==> config.mk <==
export PLATFORM = sky130hd
export DESIGN_NAME = rdc_top
export DESIGN_NICKNAME = d
export VERILOG_FILES = /design/src/rdc_pkg.sv /design/src/rdc_top.sv
export VERILOG_INCLUDE_DIRS = /design/src /design/src/src
export SDC_FILE = /design/constraint.sdc
export NUM_CORES = 1
export LEC_CHECK = 0
export BUFFER_PORTS_ARGS = -buffer_cell sky130_fd_sc_hd__buf_2
export CAP_MARGIN = 20
export CORE_ASPECT_RATIO = 1.25
export CORE_MARGIN = 2
export CORE_UTILIZATION = 57
export CTS_CLUSTER_SIZE = 30
export DETAILED_ROUTE_END_ITERATION = 6
export PLACE_DENSITY = 0.79
export REMOVE_ABC_BUFFERS = 1
export SYNTH_ARGS = -nofsm -noshare
export SYNTH_HDL_FRONTEND = slang
export SYNTH_SLANG_ARGS = --single-unit
export TNS_END_PERCENT = 10
==> constraint.sdc <==
create_clock -name clk_i -period 7 [get_ports clk_i]
set_input_delay 0.35 -clock clk_i [delete_from_list [all_inputs] [get_ports clk_i]]
set_output_delay 0.35 -clock clk_i [all_outputs]
set_load 0.03 [all_outputs]
==> src/rdc_defs.svh <==
// constants of the instruction decoder
`ifndef RDC_DEFS_SVH
`define RDC_DEFS_SVH
`define RDC_CYC_CLKS 4
`define RDC_PH_LAST  2'(`RDC_CYC_CLKS - 1)
`define RDC_WB_CTRL  8'h00
`define RDC_WB_STAT  8'h04
`define RDC_WB_ACC   8'h08
`define RDC_WB_TMR   8'h0C
`define RDC_F_IND    5'h00
`define RDC_F_TMR    5'h01
`define RDC_F_PCL    5'h02
`define RDC_F_STAT   5'h03
`define RDC_F_FSR    5'h04
`define RDC_F_PA     5'h05
`define RDC_F_PB     5'h06
`define RDC_F_RAM0   7
`define RDC_ST_C     0
`define RDC_ST_DC    1
`define RDC_ST_Z     2
`define RDC_ST_PD    3
`define RDC_ST_TO    4
`define RDC_OPT_PSA  3
`define RDC_OPT_CS   5
`define RDC_ST_RST   8'h18
`define RDC_OPT_RST  8'h3F
`define RDC_PC_RST   11'h000
`define RDC_NOP      12'h000
`endif

==> src/rdc_pkg.sv <==
// types of the instruction decoder
package rdc_pkg;
   typedef enum logic [4:0] {
      OP_NOP, OP_OPTION, OP_SLEEP, OP_WATCHDOG_CLEAR, OP_LOAD_TRISTATE, OP_STORE_ACC,
      OP_CLR, OP_SUB, OP_DEC, OP_IOR, OP_AND, OP_XOR, OP_ADD,
      OP_MOVE_FILE, OP_INVERT_FILE, OP_INC, OP_DECSZ, OP_RRF, OP_RLF, OP_SWAP,
      OP_INCSZ, OP_BCF, OP_BSF, OP_TEST_SKIP_IF_CLEAR, OP_TEST_SKIP_IF_SET, OP_RETURN_WITH_LITERAL,
      OP_CALL, OP_JUMP_OP, OP_LOAD_LITERAL, OP_OR_LITERAL, OP_AND_LITERAL, OP_XOR_LITERAL
   } rdc_op_e;
   typedef struct packed {
      logic z_en;
      logic c_en;
      logic dc_en;
      logic c;
      logic dc;
   } rdc_flag_s;
endpackage

==> src/rdc_top.sv <==
// decode and execute core with wishbone control slave
`include "rdc_defs.svh"
module rdc_top
   import rdc_pkg::*;
(
   input  wire logic        clk_i,
   input  wire logic        rst_i,
   input  wire logic        wb_cyc_i,
   input  wire logic        wb_stb_i,
   input  wire logic        wb_we_i,
   input  wire logic [7:0]  wb_adr_i,
   input  wire logic [3:0]  wb_sel_i,
   input  wire logic [31:0] wb_dat_i,
   output logic      [31:0] wb_dat_o,
   output logic             wb_ack_o,
   output logic      [10:0] prog_addr_o,
   input  wire logic [11:0] prog_word_i,
   input  wire logic [7:0]  port_first_pin_i,
   output logic      [7:0]  port_first_o,
   output logic      [7:0]  port_first_oe_o,
   input  wire logic [7:0]  port_second_pin_i,
   output logic      [7:0]  port_second_o,
   output logic      [7:0]  port_second_oe_o,
   output logic             sleep_o,
   output logic             wdt_overflow_o
);
   function automatic rdc_op_e op_decode(input logic [11:0] w);
      rdc_op_e o;
      o = OP_NOP;
      if (w[11:10] == 2'b00)
      begin
         case (w[9:6])
            4'h0:
            begin
               if (w[5]) o = OP_STORE_ACC;
               else if (w[4:0] == 5'h02) o = OP_OPTION;
               else if (w[4:0] == 5'h03) o = OP_SLEEP;
               else if (w[4:0] == 5'h04) o = OP_WATCHDOG_CLEAR;
               else if (w[4:3] == 2'b00 && w[2:0] >= 3'h5) o = OP_LOAD_TRISTATE;
            end
            4'h1: o = OP_CLR;
            4'h2: o = OP_SUB;
            4'h3: o = OP_DEC;
            4'h4: o = OP_IOR;
            4'h5: o = OP_AND;
            4'h6: o = OP_XOR;
            4'h7: o = OP_ADD;
            4'h8: o = OP_MOVE_FILE;
            4'h9: o = OP_INVERT_FILE;
            4'hA: o = OP_INC;
            4'hB: o = OP_DECSZ;
            4'hC: o = OP_RRF;
            4'hD: o = OP_RLF;
            4'hE: o = OP_SWAP;
            default: o = OP_INCSZ;
         endcase
      end
      else if (w[11:10] == 2'b01)
      begin
         case (w[9:8])
            2'h0: o = OP_BCF;
            2'h1: o = OP_BSF;
            2'h2: o = OP_TEST_SKIP_IF_CLEAR;
            default: o = OP_TEST_SKIP_IF_SET;
         endcase
      end
      else
      begin
         case (w[11:8])
            4'h8: o = OP_RETURN_WITH_LITERAL;
            4'h9: o = OP_CALL;
            4'hC: o = OP_LOAD_LITERAL;
            4'hD: o = OP_OR_LITERAL;
            4'hE: o = OP_AND_LITERAL;
            4'hF: o = OP_XOR_LITERAL;
            default: o = OP_JUMP_OP;
         endcase
      end
      return o;
   endfunction

   logic [1:0]  phase_reg;
   logic        run_reg;
   logic        sleep_reg;
   logic [11:0] instr_reg;
   logic [10:0] pc_reg;
   logic [10:0] stack_top_reg;
   logic [10:0] stack_low_reg;
   logic [7:0]  acc_reg;
   logic [7:0]  status_reg;
   logic [7:0]  status_next;
   logic [7:0]  option_reg;
   logic [7:0]  fsr_reg;
   logic [7:0]  timer_register_reg;
   logic [7:0]  pre_reg;
   logic [7:0]  watchdog_counter_reg;
   logic [7:0]  ram_reg [32];
   logic        exec_tick;
   logic        wb_hit;
   rdc_op_e     op;
   rdc_flag_s   fl;
   logic [4:0]  fa;
   logic [7:0]  fv;
   logic [7:0]  lit;
   logic [7:0]  res;
   logic [7:0]  bmask;
   logic [8:0]  s9;
   logic [4:0]  s5;
   logic        bdst;
   logic        to_acc;
   logic        to_file;
   logic        skip;
   logic        branch;
   logic        push;
   logic        pop;
   logic [10:0] target;
   logic        psa;
   logic [7:0]  tmask;
   logic [7:0]  wmask;
   logic        tmr_write;
   logic        wdt_clr;
   logic        w_inc;
   logic        wdt_ovf;

   assign exec_tick = phase_reg == `RDC_PH_LAST && run_reg && !sleep_reg;
   assign prog_addr_o = pc_reg;
   assign sleep_o = sleep_reg;
   assign op = op_decode(instr_reg);
   assign wb_hit = wb_cyc_i && wb_stb_i && !wb_ack_o;

   // four-phase cadence
   always_ff @(posedge clk_i)
   begin
      if (rst_i) phase_reg <= 2'h0;
      else phase_reg <= phase_reg + 2'h1;
   end

   always_comb
   begin
      fa = (instr_reg[4:0] == `RDC_F_IND) ? fsr_reg[4:0] : instr_reg[4:0];
      if (fa == `RDC_F_IND) fv = 8'h00;
      else if (fa == `RDC_F_TMR) fv = timer_register_reg;
      else if (fa == `RDC_F_PCL) fv = pc_reg[7:0];
      else if (fa == `RDC_F_STAT) fv = status_reg;
      else if (fa == `RDC_F_FSR) fv = fsr_reg;
      else if (fa == `RDC_F_PA) fv = port_first_pin_i;
      else if (fa == `RDC_F_PB) fv = port_second_pin_i;
      else fv = ram_reg[fa];
      lit = instr_reg[7:0];
      bmask = 8'h01 << instr_reg[7:5];
      bdst = instr_reg[11:10] == 2'b00 && instr_reg[9:6] != 4'h0;
      s9 = 9'h000;
      s5 = 5'h00;
      res = fv;
      fl = '0;
      to_acc = 1'b0;
      to_file = 1'b0;
      skip = 1'b0;
      branch = 1'b0;
      push = 1'b0;
      pop = 1'b0;
      target = pc_reg;
      case (op)
         OP_STORE_ACC: begin res = acc_reg; to_file = 1'b1; end
         OP_CLR: begin res = 8'h00; fl.z_en = 1'b1; end
         OP_SUB:
         begin
            s9 = {1'b0, fv} + {1'b0, ~acc_reg} + 9'h001;
            s5 = {1'b0, fv[3:0]} + {1'b0, ~acc_reg[3:0]} + 5'h01;
            res = s9[7:0];
            fl = '{1'b1, 1'b1, 1'b1, s9[8], s5[4]};
         end
         OP_ADD:
         begin
            s9 = {1'b0, fv} + {1'b0, acc_reg};
            s5 = {1'b0, fv[3:0]} + {1'b0, acc_reg[3:0]};
            res = s9[7:0];
            fl = '{1'b1, 1'b1, 1'b1, s9[8], s5[4]};
         end
         OP_DEC: begin res = fv - 8'h01; fl.z_en = 1'b1; end
         OP_IOR: begin res = acc_reg | fv; fl.z_en = 1'b1; end
         OP_AND: begin res = acc_reg & fv; fl.z_en = 1'b1; end
         OP_XOR: begin res = acc_reg ^ fv; fl.z_en = 1'b1; end
         OP_MOVE_FILE: fl.z_en = 1'b1;
         OP_INVERT_FILE: begin res = ~fv; fl.z_en = 1'b1; end
         OP_INC: begin res = fv + 8'h01; fl.z_en = 1'b1; end
         OP_DECSZ: begin res = fv - 8'h01; skip = res == 8'h00; end
         OP_INCSZ: begin res = fv + 8'h01; skip = res == 8'h00; end
         OP_RRF:
         begin
            res = {status_reg[`RDC_ST_C], fv[7:1]};
            fl.c_en = 1'b1;
            fl.c = fv[0];
         end
         OP_RLF:
         begin
            res = {fv[6:0], status_reg[`RDC_ST_C]};
            fl.c_en = 1'b1;
            fl.c = fv[7];
         end
         OP_SWAP: res = {fv[3:0], fv[7:4]};
         OP_BCF: begin res = fv & ~bmask; to_file = 1'b1; end
         OP_BSF: begin res = fv | bmask; to_file = 1'b1; end
         OP_TEST_SKIP_IF_CLEAR: skip = (fv & bmask) == 8'h00;
         OP_TEST_SKIP_IF_SET: skip = (fv & bmask) != 8'h00;
         OP_RETURN_WITH_LITERAL:
         begin
            res = lit;
            to_acc = 1'b1;
            pop = 1'b1;
            branch = 1'b1;
            target = stack_top_reg;
         end
         OP_CALL:
         begin
            push = 1'b1;
            branch = 1'b1;
            target = {status_reg[6:5], 1'b0, lit};
         end
         OP_JUMP_OP:
         begin
            branch = 1'b1;
            target = {status_reg[6:5], instr_reg[8:0]};
         end
         OP_LOAD_LITERAL: begin res = lit; to_acc = 1'b1; end
         OP_OR_LITERAL: begin res = acc_reg | lit; to_acc = 1'b1; fl.z_en = 1'b1; end
         OP_AND_LITERAL: begin res = acc_reg & lit; to_acc = 1'b1; fl.z_en = 1'b1; end
         OP_XOR_LITERAL: begin res = acc_reg ^ lit; to_acc = 1'b1; fl.z_en = 1'b1; end
         default: res = fv;
      endcase
      if (bdst)
      begin
         to_file = instr_reg[5];
         to_acc = !instr_reg[5];
      end
      if (to_file && fa == `RDC_F_PCL)
      begin
         branch = 1'b1;
         target = {status_reg[6:5], 1'b0, res};
      end
   end

   // fetch, pc and the discard of a prefetched word
   always_ff @(posedge clk_i)
   begin
      if (rst_i)
      begin
         pc_reg <= `RDC_PC_RST;
         instr_reg <= `RDC_NOP;
      end
      else if (exec_tick)
      begin
         pc_reg <= branch ? target : pc_reg + 11'h001;
         instr_reg <= (branch || skip) ? `RDC_NOP : prog_word_i;
      end
   end

   // two level return stack
   always_ff @(posedge clk_i)
   begin
      if (rst_i)
      begin
         stack_top_reg <= 11'h000;
         stack_low_reg <= 11'h000;
      end
      else if (exec_tick && push)
      begin
         stack_low_reg <= stack_top_reg;
         stack_top_reg <= pc_reg;
      end
      else if (exec_tick && pop) stack_top_reg <= stack_low_reg;
   end

   // accumulator, option, pointer
   always_ff @(posedge clk_i)
   begin
      if (rst_i)
      begin
         acc_reg <= 8'h00;
         option_reg <= `RDC_OPT_RST;
         fsr_reg <= 8'h00;
      end
      else if (exec_tick)
      begin
         if (to_acc) acc_reg <= res;
         if (op == OP_OPTION) option_reg <= acc_reg;
         if (to_file && fa == `RDC_F_FSR) fsr_reg <= res;
      end
   end

   generate
      for (genvar i = 0; i < 32; i++)
      begin : g_ram
         always_ff @(posedge clk_i)
         begin
            if (rst_i) ram_reg[i] <= 8'h00;
            else if (exec_tick && to_file && fa == 5'(i) && i >= `RDC_F_RAM0)
               ram_reg[i] <= res;
         end
      end
   endgenerate

   // status flags; watchdog overflow clearing timeout is never lost
   always_comb
   begin
      status_next = status_reg;
      if (exec_tick)
      begin
         if (to_file && fa == `RDC_F_STAT)
            status_next = {res[7:5], status_reg[4:3], res[2:0]};
         if (fl.c_en) status_next[`RDC_ST_C] = fl.c;
         if (fl.dc_en) status_next[`RDC_ST_DC] = fl.dc;
         if (fl.z_en) status_next[`RDC_ST_Z] = res == 8'h00;
         if (op == OP_SLEEP) status_next[4:3] = 2'b10;
         if (op == OP_WATCHDOG_CLEAR) status_next[4:3] = 2'b11;
      end
      if (wdt_ovf) status_next[`RDC_ST_TO] = 1'b0;
   end

   always_ff @(posedge clk_i)
   begin
      if (rst_i) status_reg <= `RDC_ST_RST;
      else status_reg <= status_next;
   end

   always_ff @(posedge clk_i)
   begin
      if (rst_i) sleep_reg <= 1'b0;
      else if (exec_tick && op == OP_SLEEP) sleep_reg <= 1'b1;
   end

   // port latches and tristate enables
   always_ff @(posedge clk_i)
   begin
      if (rst_i)
      begin
         port_first_o <= 8'h00;
         port_second_o <= 8'h00;
         port_first_oe_o <= 8'h00;
         port_second_oe_o <= 8'h00;
      end
      else if (exec_tick)
      begin
         if (to_file && fa == `RDC_F_PA) port_first_o <= res;
         if (to_file && fa == `RDC_F_PB) port_second_o <= res;
         if (op == OP_LOAD_TRISTATE && instr_reg[4:0] == `RDC_F_PA)
            port_first_oe_o <= ~acc_reg;
         if (op == OP_LOAD_TRISTATE && instr_reg[4:0] == `RDC_F_PB)
            port_second_oe_o <= ~acc_reg;
      end
   end

   // timer, shared prescaler, watchdog
   assign psa = option_reg[`RDC_OPT_PSA];
   assign tmask = 8'hFF >> (3'h7 - option_reg[2:0]);
   assign wmask = 8'h7F >> (3'h7 - option_reg[2:0]);
   assign tmr_write = exec_tick && to_file && fa == `RDC_F_TMR;
   assign wdt_clr = exec_tick && (op == OP_WATCHDOG_CLEAR || op == OP_SLEEP);
   assign w_inc = phase_reg == `RDC_PH_LAST && (!psa || (pre_reg & wmask) == wmask);
   assign wdt_ovf = w_inc && !wdt_clr && watchdog_counter_reg == 8'hFF;

   always_ff @(posedge clk_i)
   begin
      if (rst_i) pre_reg <= 8'h00;
      else if ((tmr_write && !psa) || (wdt_clr && psa)) pre_reg <= 8'h00;
      else if (psa ? phase_reg == `RDC_PH_LAST : exec_tick && !option_reg[`RDC_OPT_CS])
         pre_reg <= pre_reg + 8'h01;
   end

   always_ff @(posedge clk_i)
   begin
      if (rst_i) timer_register_reg <= 8'h00;
      else if (tmr_write) timer_register_reg <= res;
      else if (exec_tick && !option_reg[`RDC_OPT_CS] && (psa || (pre_reg & tmask) == tmask))
         timer_register_reg <= timer_register_reg + 8'h01;
   end

   always_ff @(posedge clk_i)
   begin
      if (rst_i)
      begin
         watchdog_counter_reg <= 8'h00;
         wdt_overflow_o <= 1'b0;
      end
      else
      begin
         wdt_overflow_o <= wdt_ovf;
         if (wdt_clr) watchdog_counter_reg <= 8'h00;
         else if (w_inc) watchdog_counter_reg <= watchdog_counter_reg + 8'h01;
      end
   end

   // wishbone slave
   always_ff @(posedge clk_i)
   begin
      if (rst_i) wb_ack_o <= 1'b0;
      else wb_ack_o <= wb_hit;
   end

   always_ff @(posedge clk_i)
   begin
      if (rst_i) run_reg <= 1'b0;
      else if (wb_hit && wb_we_i && wb_adr_i == `RDC_WB_CTRL && wb_sel_i[0])
         run_reg <= wb_dat_i[0];
   end

   always_ff @(posedge clk_i)
   begin
      if (rst_i) wb_dat_o <= 32'h0000_0000;
      else if (wb_hit)
      begin
         if (wb_adr_i == `RDC_WB_CTRL) wb_dat_o <= {31'h0, run_reg};
         else if (wb_adr_i == `RDC_WB_STAT) wb_dat_o <= {13'h0, pc_reg, status_reg};
         else if (wb_adr_i == `RDC_WB_ACC) wb_dat_o <= {24'h0, acc_reg};
         else if (wb_adr_i == `RDC_WB_TMR)
            wb_dat_o <= {8'h0, watchdog_counter_reg, timer_register_reg, option_reg};
         else wb_dat_o <= 32'h0000_0000;
      end
   end
endmodule

# [Yosys cells after proc, flatten, opt, wreduce, memory -nomap -nowiden]
# Memories as Yosys holds them, arrays and structs flattened.
# Index checks and enable logic that the tools add are counted.
[word_totals] register_bits=171 ramBits=256 word_cells=450 n_memories=1
[memory_table] name="ram_reg" depth=32 word_bits=8 read_ports=1 rd_clocked_by_memory_dff=0 wr=32 line="rdc_top.sv:97" rtl="logic [7:0] ram_reg [32];"
[classes] add_sub_neg=14 order_cmp=1 n_eq_ne=98 n_shift=3 n_mux=156 bitwise=40 reduce_logical=111
[op_table] operator="2-to-1 mux 8 bit" count=34
[op_table] operator="equality test 5 bit, second input constant" count=32
[op_table] operator="case mux 8 bit (19 select lines)" count=1
[op_table] operator="2-to-1 mux 24 bit" count=4
[op_table] operator="2-to-1 mux 1 bit" count=93
[op_table] operator="equality test 5 x 4 -> 1 bit, second input constant" count=16
[op_table] operator="case mux 5 bit (15 select lines)" count=1
[op_table] operator="equality test 5 x 3 -> 1 bit, second input constant" count=11
[op_table] operator="logical AND 1 bit" count=54
[op_table] operator="equality test 4 bit, second input constant" count=13
[op_table] operator="bitwise AND 8 bit" count=6
[op_table] operator="2-to-1 mux 11 bit" count=4
[op_table] operator="zero test 8 bit" count=5
[op_table] operator="2-to-1 mux 5 bit" count=8
[op_table] operator="case mux 11 bit (3 select lines)" count=1
[op_table] operator="adder 8 x 1 -> 8 bit, second input constant" count=4
[op_table] operator="equality test 5 x 2 -> 1 bit, second input constant" count=6
[op_table] operator="AND reduction 2 bit" count=14
[op_table] operator="bitwise OR 1 bit" count=25
[op_table] operator="NOT 8 bit" count=3
[op_table] operator="bitwise OR 8 bit" count=3
[op_table] operator="adder 8 x 8 -> 9 bit" count=2
[op_table] operator="case mux 3 bit (6 select lines)" count=1
[op_table] operator="equality test 4 x 3 -> 1 bit, second input constant" count=4
[op_table] operator="43 further kinds" count=78

# [Depth between registers and ports, before layout]
[depth] word_depth=19 mapped_depth=27 depth_no_buf=22

# [Worst setup path after synthesis]
# Ideal clock, no wire load.
[synth_path] path_kind="reg-to-reg" startpoint="register instr_reg[4]" endpoint="memory ram_reg[17][4], data pin" setup_time_ps=261 t_arrival_ps=5146 required_time_ps=6739 setup_slack_ps=1593 stages_incl_launch_ff=25 n_path_buf=7 cell_sequence="dfxtp_1 > buf_6 > or3_4 > buf_6 > o21ai_4 > buf_6 > buf_4 > a2111oi_0 > nor4_1 > a41oi_1 > o31ai_2 > buf_2 > inv_1 > fa_1 > o21bai_1 > a21oi_1 > a221o_1 > a22oi_1 > nand4_1 > or4b_1 > a211o_1 > o21ai_2 > buf_2 > buf_2 > nor2_1"
[synth_lines] element="from (decl)" line="rdc_top.sv:85" rtl="logic [11:0] instr_reg;"
[synth_lines] element="from (signal assigned)" line="rdc_top.sv:249" rtl="instr_reg <= `RDC_NOP;"
[synth_lines] element="from (signal assigned)" line="rdc_top.sv:254" rtl="instr_reg <= (branch || skip) ? `RDC_NOP : prog_word_i;"
[synth_lines] element="to (decl)" line="rdc_top.sv:97"

==> results.cfg <==
[synthesis]
synth_area_sq_um = 20680
synth_top_family_by_area = compound AO/OA/AOI/OAI gates
synth_ff_type = edfxtp_1
syn_avg_cell_area_sq_um = 8.840
synth_async_sr_flop_share = 0
synth_xor_area_frac = 0.01440
synth_seq_cells = 363
yosysSeqAreaShare = 0.4481
synth-simple-area-share = 0.2116
synth_compound_area_frac = 0.2289
yosysWarnings = 0
synth_edf_count = 200
synthCells = 2340
synthMuxAreaShare = 0.03043
synth.distinct_cells = 111
synth_fa_ha_area_frac = 0.02129

[cells_and_area]
areaGrowthSynthToFinish_pct = 15.88
fin_nets = 2631
drive_gt1_frac = 0.1771
largest_reg_flops = 200

[place]
port_buffers = 112
dp_hpwl_um = 60680
place_congestion = 1.045

[setup_path]
crit_path_start_kind = flip-flop
end_kind = flip-flop
worstPathCellList = nor3b_2 > a21o_1 > nand2_1 > o221ai_1 > o21ai_0 > buf_4 > a21o_1 > inv_1 > ha_1 > inv_1 > buf_4 > o31ai_1 > a21oi_1 > buf_4 > o21bai_1 > a21oi_1 > xor2_1 > a2111oi_0 > and4_1 > o2111ai_2 > nand3_2 > buf_12 > nor2_1
arrival_ps = 6930
worstSetupPathType = flip-flop to flip-flop
crit_family = compound AO/OA/AOI/OAI gates
path_depth = 23
r2r_cells = 23
slowest_delay_ps = 730
cp_max_fo = 25
rr_startpoint = instr_reg[0]
rr_endpoint = ram_reg[19][7]
critPathMostFrequentCell = buf_4
reg2reg_slack_ps = 360
cp.required_ps = 7290
path_buf_inv = 6
cpMaxStageDelayCell = a21o_1

[detailed_routing]
dr_total_vias = 20969
route.final.wire_length_um = 85310
dr.first_iter.drc_count = 2780
routedWlPerCell_um = 28.17
ant_nets = 0
first_pass_iters = 7
vias_per_cell = 6.925
drc_errors = 0

[timing]
fmax_mhz = 150.7
finalSetupTns_ps = 0
max_slew.worst_pin.slew_ps = 1185
finalCriticalPeriod_ps = 6638
rsz0062_at_grt = false
setup_viol = 0
final_hold_viol_count = 0
fin_crit_sh = 0.9483
max_slew_margin = 0.2100
maxSlewViolCount = 0
skew_ps = 17.85

[pwr]
switchingPower_w = 0.0009870
peakVddDrop_mv = 0.2765
power.density_nw_per_um2 = 188.1
p_leak_nw = 8.623
comb_power_share = 0.027
switching_share = 0.2189
power_frac_seq = 0.514
power_w = 0.004509
pwr-share-clk = 0.459
intPower_w = 0.003522

[flow_run]
maxCapViolCount = 0

[clock_network]
clock_sinks = 363
cts_hold_buf = 0
htreeDepth = 2
clk_transition_reported_paths_ps = 70
clockBufferDepth = 3
postCtsSetupBuffers = 0
clock_latency_ps = 560
cts-root-buf = clkbuf_16
cts_tree = yes
numCtsBuffers = 37
ctsResizeCount = 0

[floorplanning]
die_h_um = 217.0
chipWidth_um = 174.4
row_count = 78
design.core.area_sq_um = 36010
design.die.area_sq_um = 37840
io_pins = 155
start_util = 0.5744

[global_route]
grtUsageTotal = 0.4432
overflow = 0
grt_pass1_vias = 20138
grt_max_degree = 78
grt_pass1_wl_um = 125300
antenna_found_initial = 4

[hold_path]
min_to = instr_reg[11]
hold_path.class = primary input to flip-flop
holdPathStages = 2
hold_start = prog_word_i[11]

[outcome]
status = finished, final reports clean
## cell families (layout without fill, tap and decap cells)
group / after synthesis / in the layout
compound gates: 673 / 673
xor+xnor: 34 / 34
fa+ha+maj: 34 / 34
buf+inv: 206 / 406
flops: 363 / 363
mux: 57 / 57
other cells: 1 / 9
simple gates: 972 / 972
## per-layer routing
| metal | up-vias | GRT usage | share of wire |
|---|---|---|---|
| met3 | 460 | 0.08980 | 0.10 |
| met1 | 9968 | 0.4980 | 0.33 |
| met5 | - | 0 | 0.00070 |
| met4 | 8 | 0.3277 | 0.092 |
| met2 | 1510 | 0.7468 | 0.47 |
| li1 | 9023 | - | - |
## metrics by stage
stage,setup slack [ps],hold slack (ps),area [sq um],std cells,utilization
6_report,362.2,14.20,23970,3028,0.6656
3_3_place_gp,748.2,407.9,22710,2960,0.6305
3_5_place_dp,652.6,429.4,22710,2960,0.6305
2_1_floorplan,-15.70,394.6,19910,2176,-
4_1_cts,602.7,8.927,23960,3026,0.6652
5_1_grt,167.5,13.56,23970,3027,0.6655
## power groups by stage
stage               clock network [W]  logic [W]  registers (W)
floorplan                           0  0.0000537        0.00235
global placement                    0   0.000113        0.00236
detailed placement                  0   0.000117        0.00236
CTS                           0.00206   0.000118        0.00231
global route                  0.00213   0.000129        0.00232
finish                        0.00207   0.000122        0.00232
## layout by cell type (no fill, tap or decap), drive strengths merged, types with 13 or more instances in the layout
cell / n
a2111oi: 16
a211oi: 35
a21oi: 144
a221oi: 29
a22o: 16
a22oi: 34
a31oi: 32
and3: 16
buf: 305
clkbuf: 47
dfxtp: 163
edfxtp: 200
ha: 32
inv: 37
mux2: 14
mux2i: 40
nand2: 235
nand2b: 13
nand3: 60
nand4: 27
nor2: 446
nor2b: 28
nor3: 67
nor4: 19
o211a: 16
o211ai: 21
o21ai: 144
o22ai: 16
o31ai: 16
or3: 17
xnor2: 19
xor2: 15
## worst max path at each step
stage	slack (ps)	to	startpoint
finish	360	ram_reg[19][7]	instr_reg[0]
detailed placement	650	prog_addr_o[6]	instr_reg[0]
global route	170	prog_addr_o[6]	instr_reg[0]
global placement	750	prog_addr_o[6]	instr_reg[0]
CTS	600	prog_addr_o[6]	instr_reg[0]
floorplan	-20	prog_addr_o[6]	instr_reg[2]
## area by class of cell
class	count	area (sq um)
diodes	1	2.502
multi-input cells	1778	10560
inverters	35	131.4
clock inverters	19	235.2
fillers	2853	12040
repair buffers	305	2153
well taps	480	600.6
flip-flops and latches	363	9269
clock buffers	47	1015
## worst register-to-register path: stages (launching register included)
cell	delay, ps
dfxtp_1	560
nor3b_2	560
a21o_1	730
nand2_1	270
o221ai_1	370
o21ai_0	160
buf_4	170
a21o_1	230
inv_1	100
ha_1	170
inv_1	80
buf_4	130
o31ai_1	490
a21oi_1	130
buf_4	170
o21bai_1	120
a21oi_1	90
xor2_1	160
a2111oi_0	460
and4_1	390
o2111ai_2	260
nand3_2	240
buf_12	230
nor2_1	100
## cell usage after synthesis (11+ instances only)
cell type / number / area share
nand4_1: 27 / 0.0082
a22o_1: 16 / 0.0068
nor4_1: 15 / 0.0045
a221oi_1: 29 / 0.012
and3_1: 16 / 0.0048
mux2_2: 13 / 0.0071
o22ai_1: 16 / 0.0048
nor3_1: 62 / 0.015
a22oi_1: 33 / 0.012
inv_1: 30 / 0.0054
dfxtp_1: 163 / 0.16
and2_1: 11 / 0.0033
o211ai_1: 19 / 0.0069
buf_2: 35 / 0.0085
o21ai_0: 131 / 0.032
a21oi_1: 140 / 0.034
buf_4: 13 / 0.0047
nand2b_1: 13 / 0.0039
nand2_1: 235 / 0.043
ha_1: 32 / 0.019
a211oi_1: 34 / 0.012
nand3_1: 59 / 0.014
nor2_1: 441 / 0.080
a31oi_1: 32 / 0.0097
clkbuf_1: 104 / 0.019
or3_1: 16 / 0.0048
a2111oi_0: 13 / 0.0055
a32oi_1: 11 / 0.0047
o211a_1: 16 / 0.0077
o21a_1: 11 / 0.0040
xor2_1: 15 / 0.0064
o31ai_1: 14 / 0.0051
xnor2_1: 19 / 0.0080
mux2i_1: 40 / 0.019
nor2b_1: 28 / 0.0085
edfxtp_1: 200 / 0.29
Note: power is estimated with default switching activity, not from simulation.
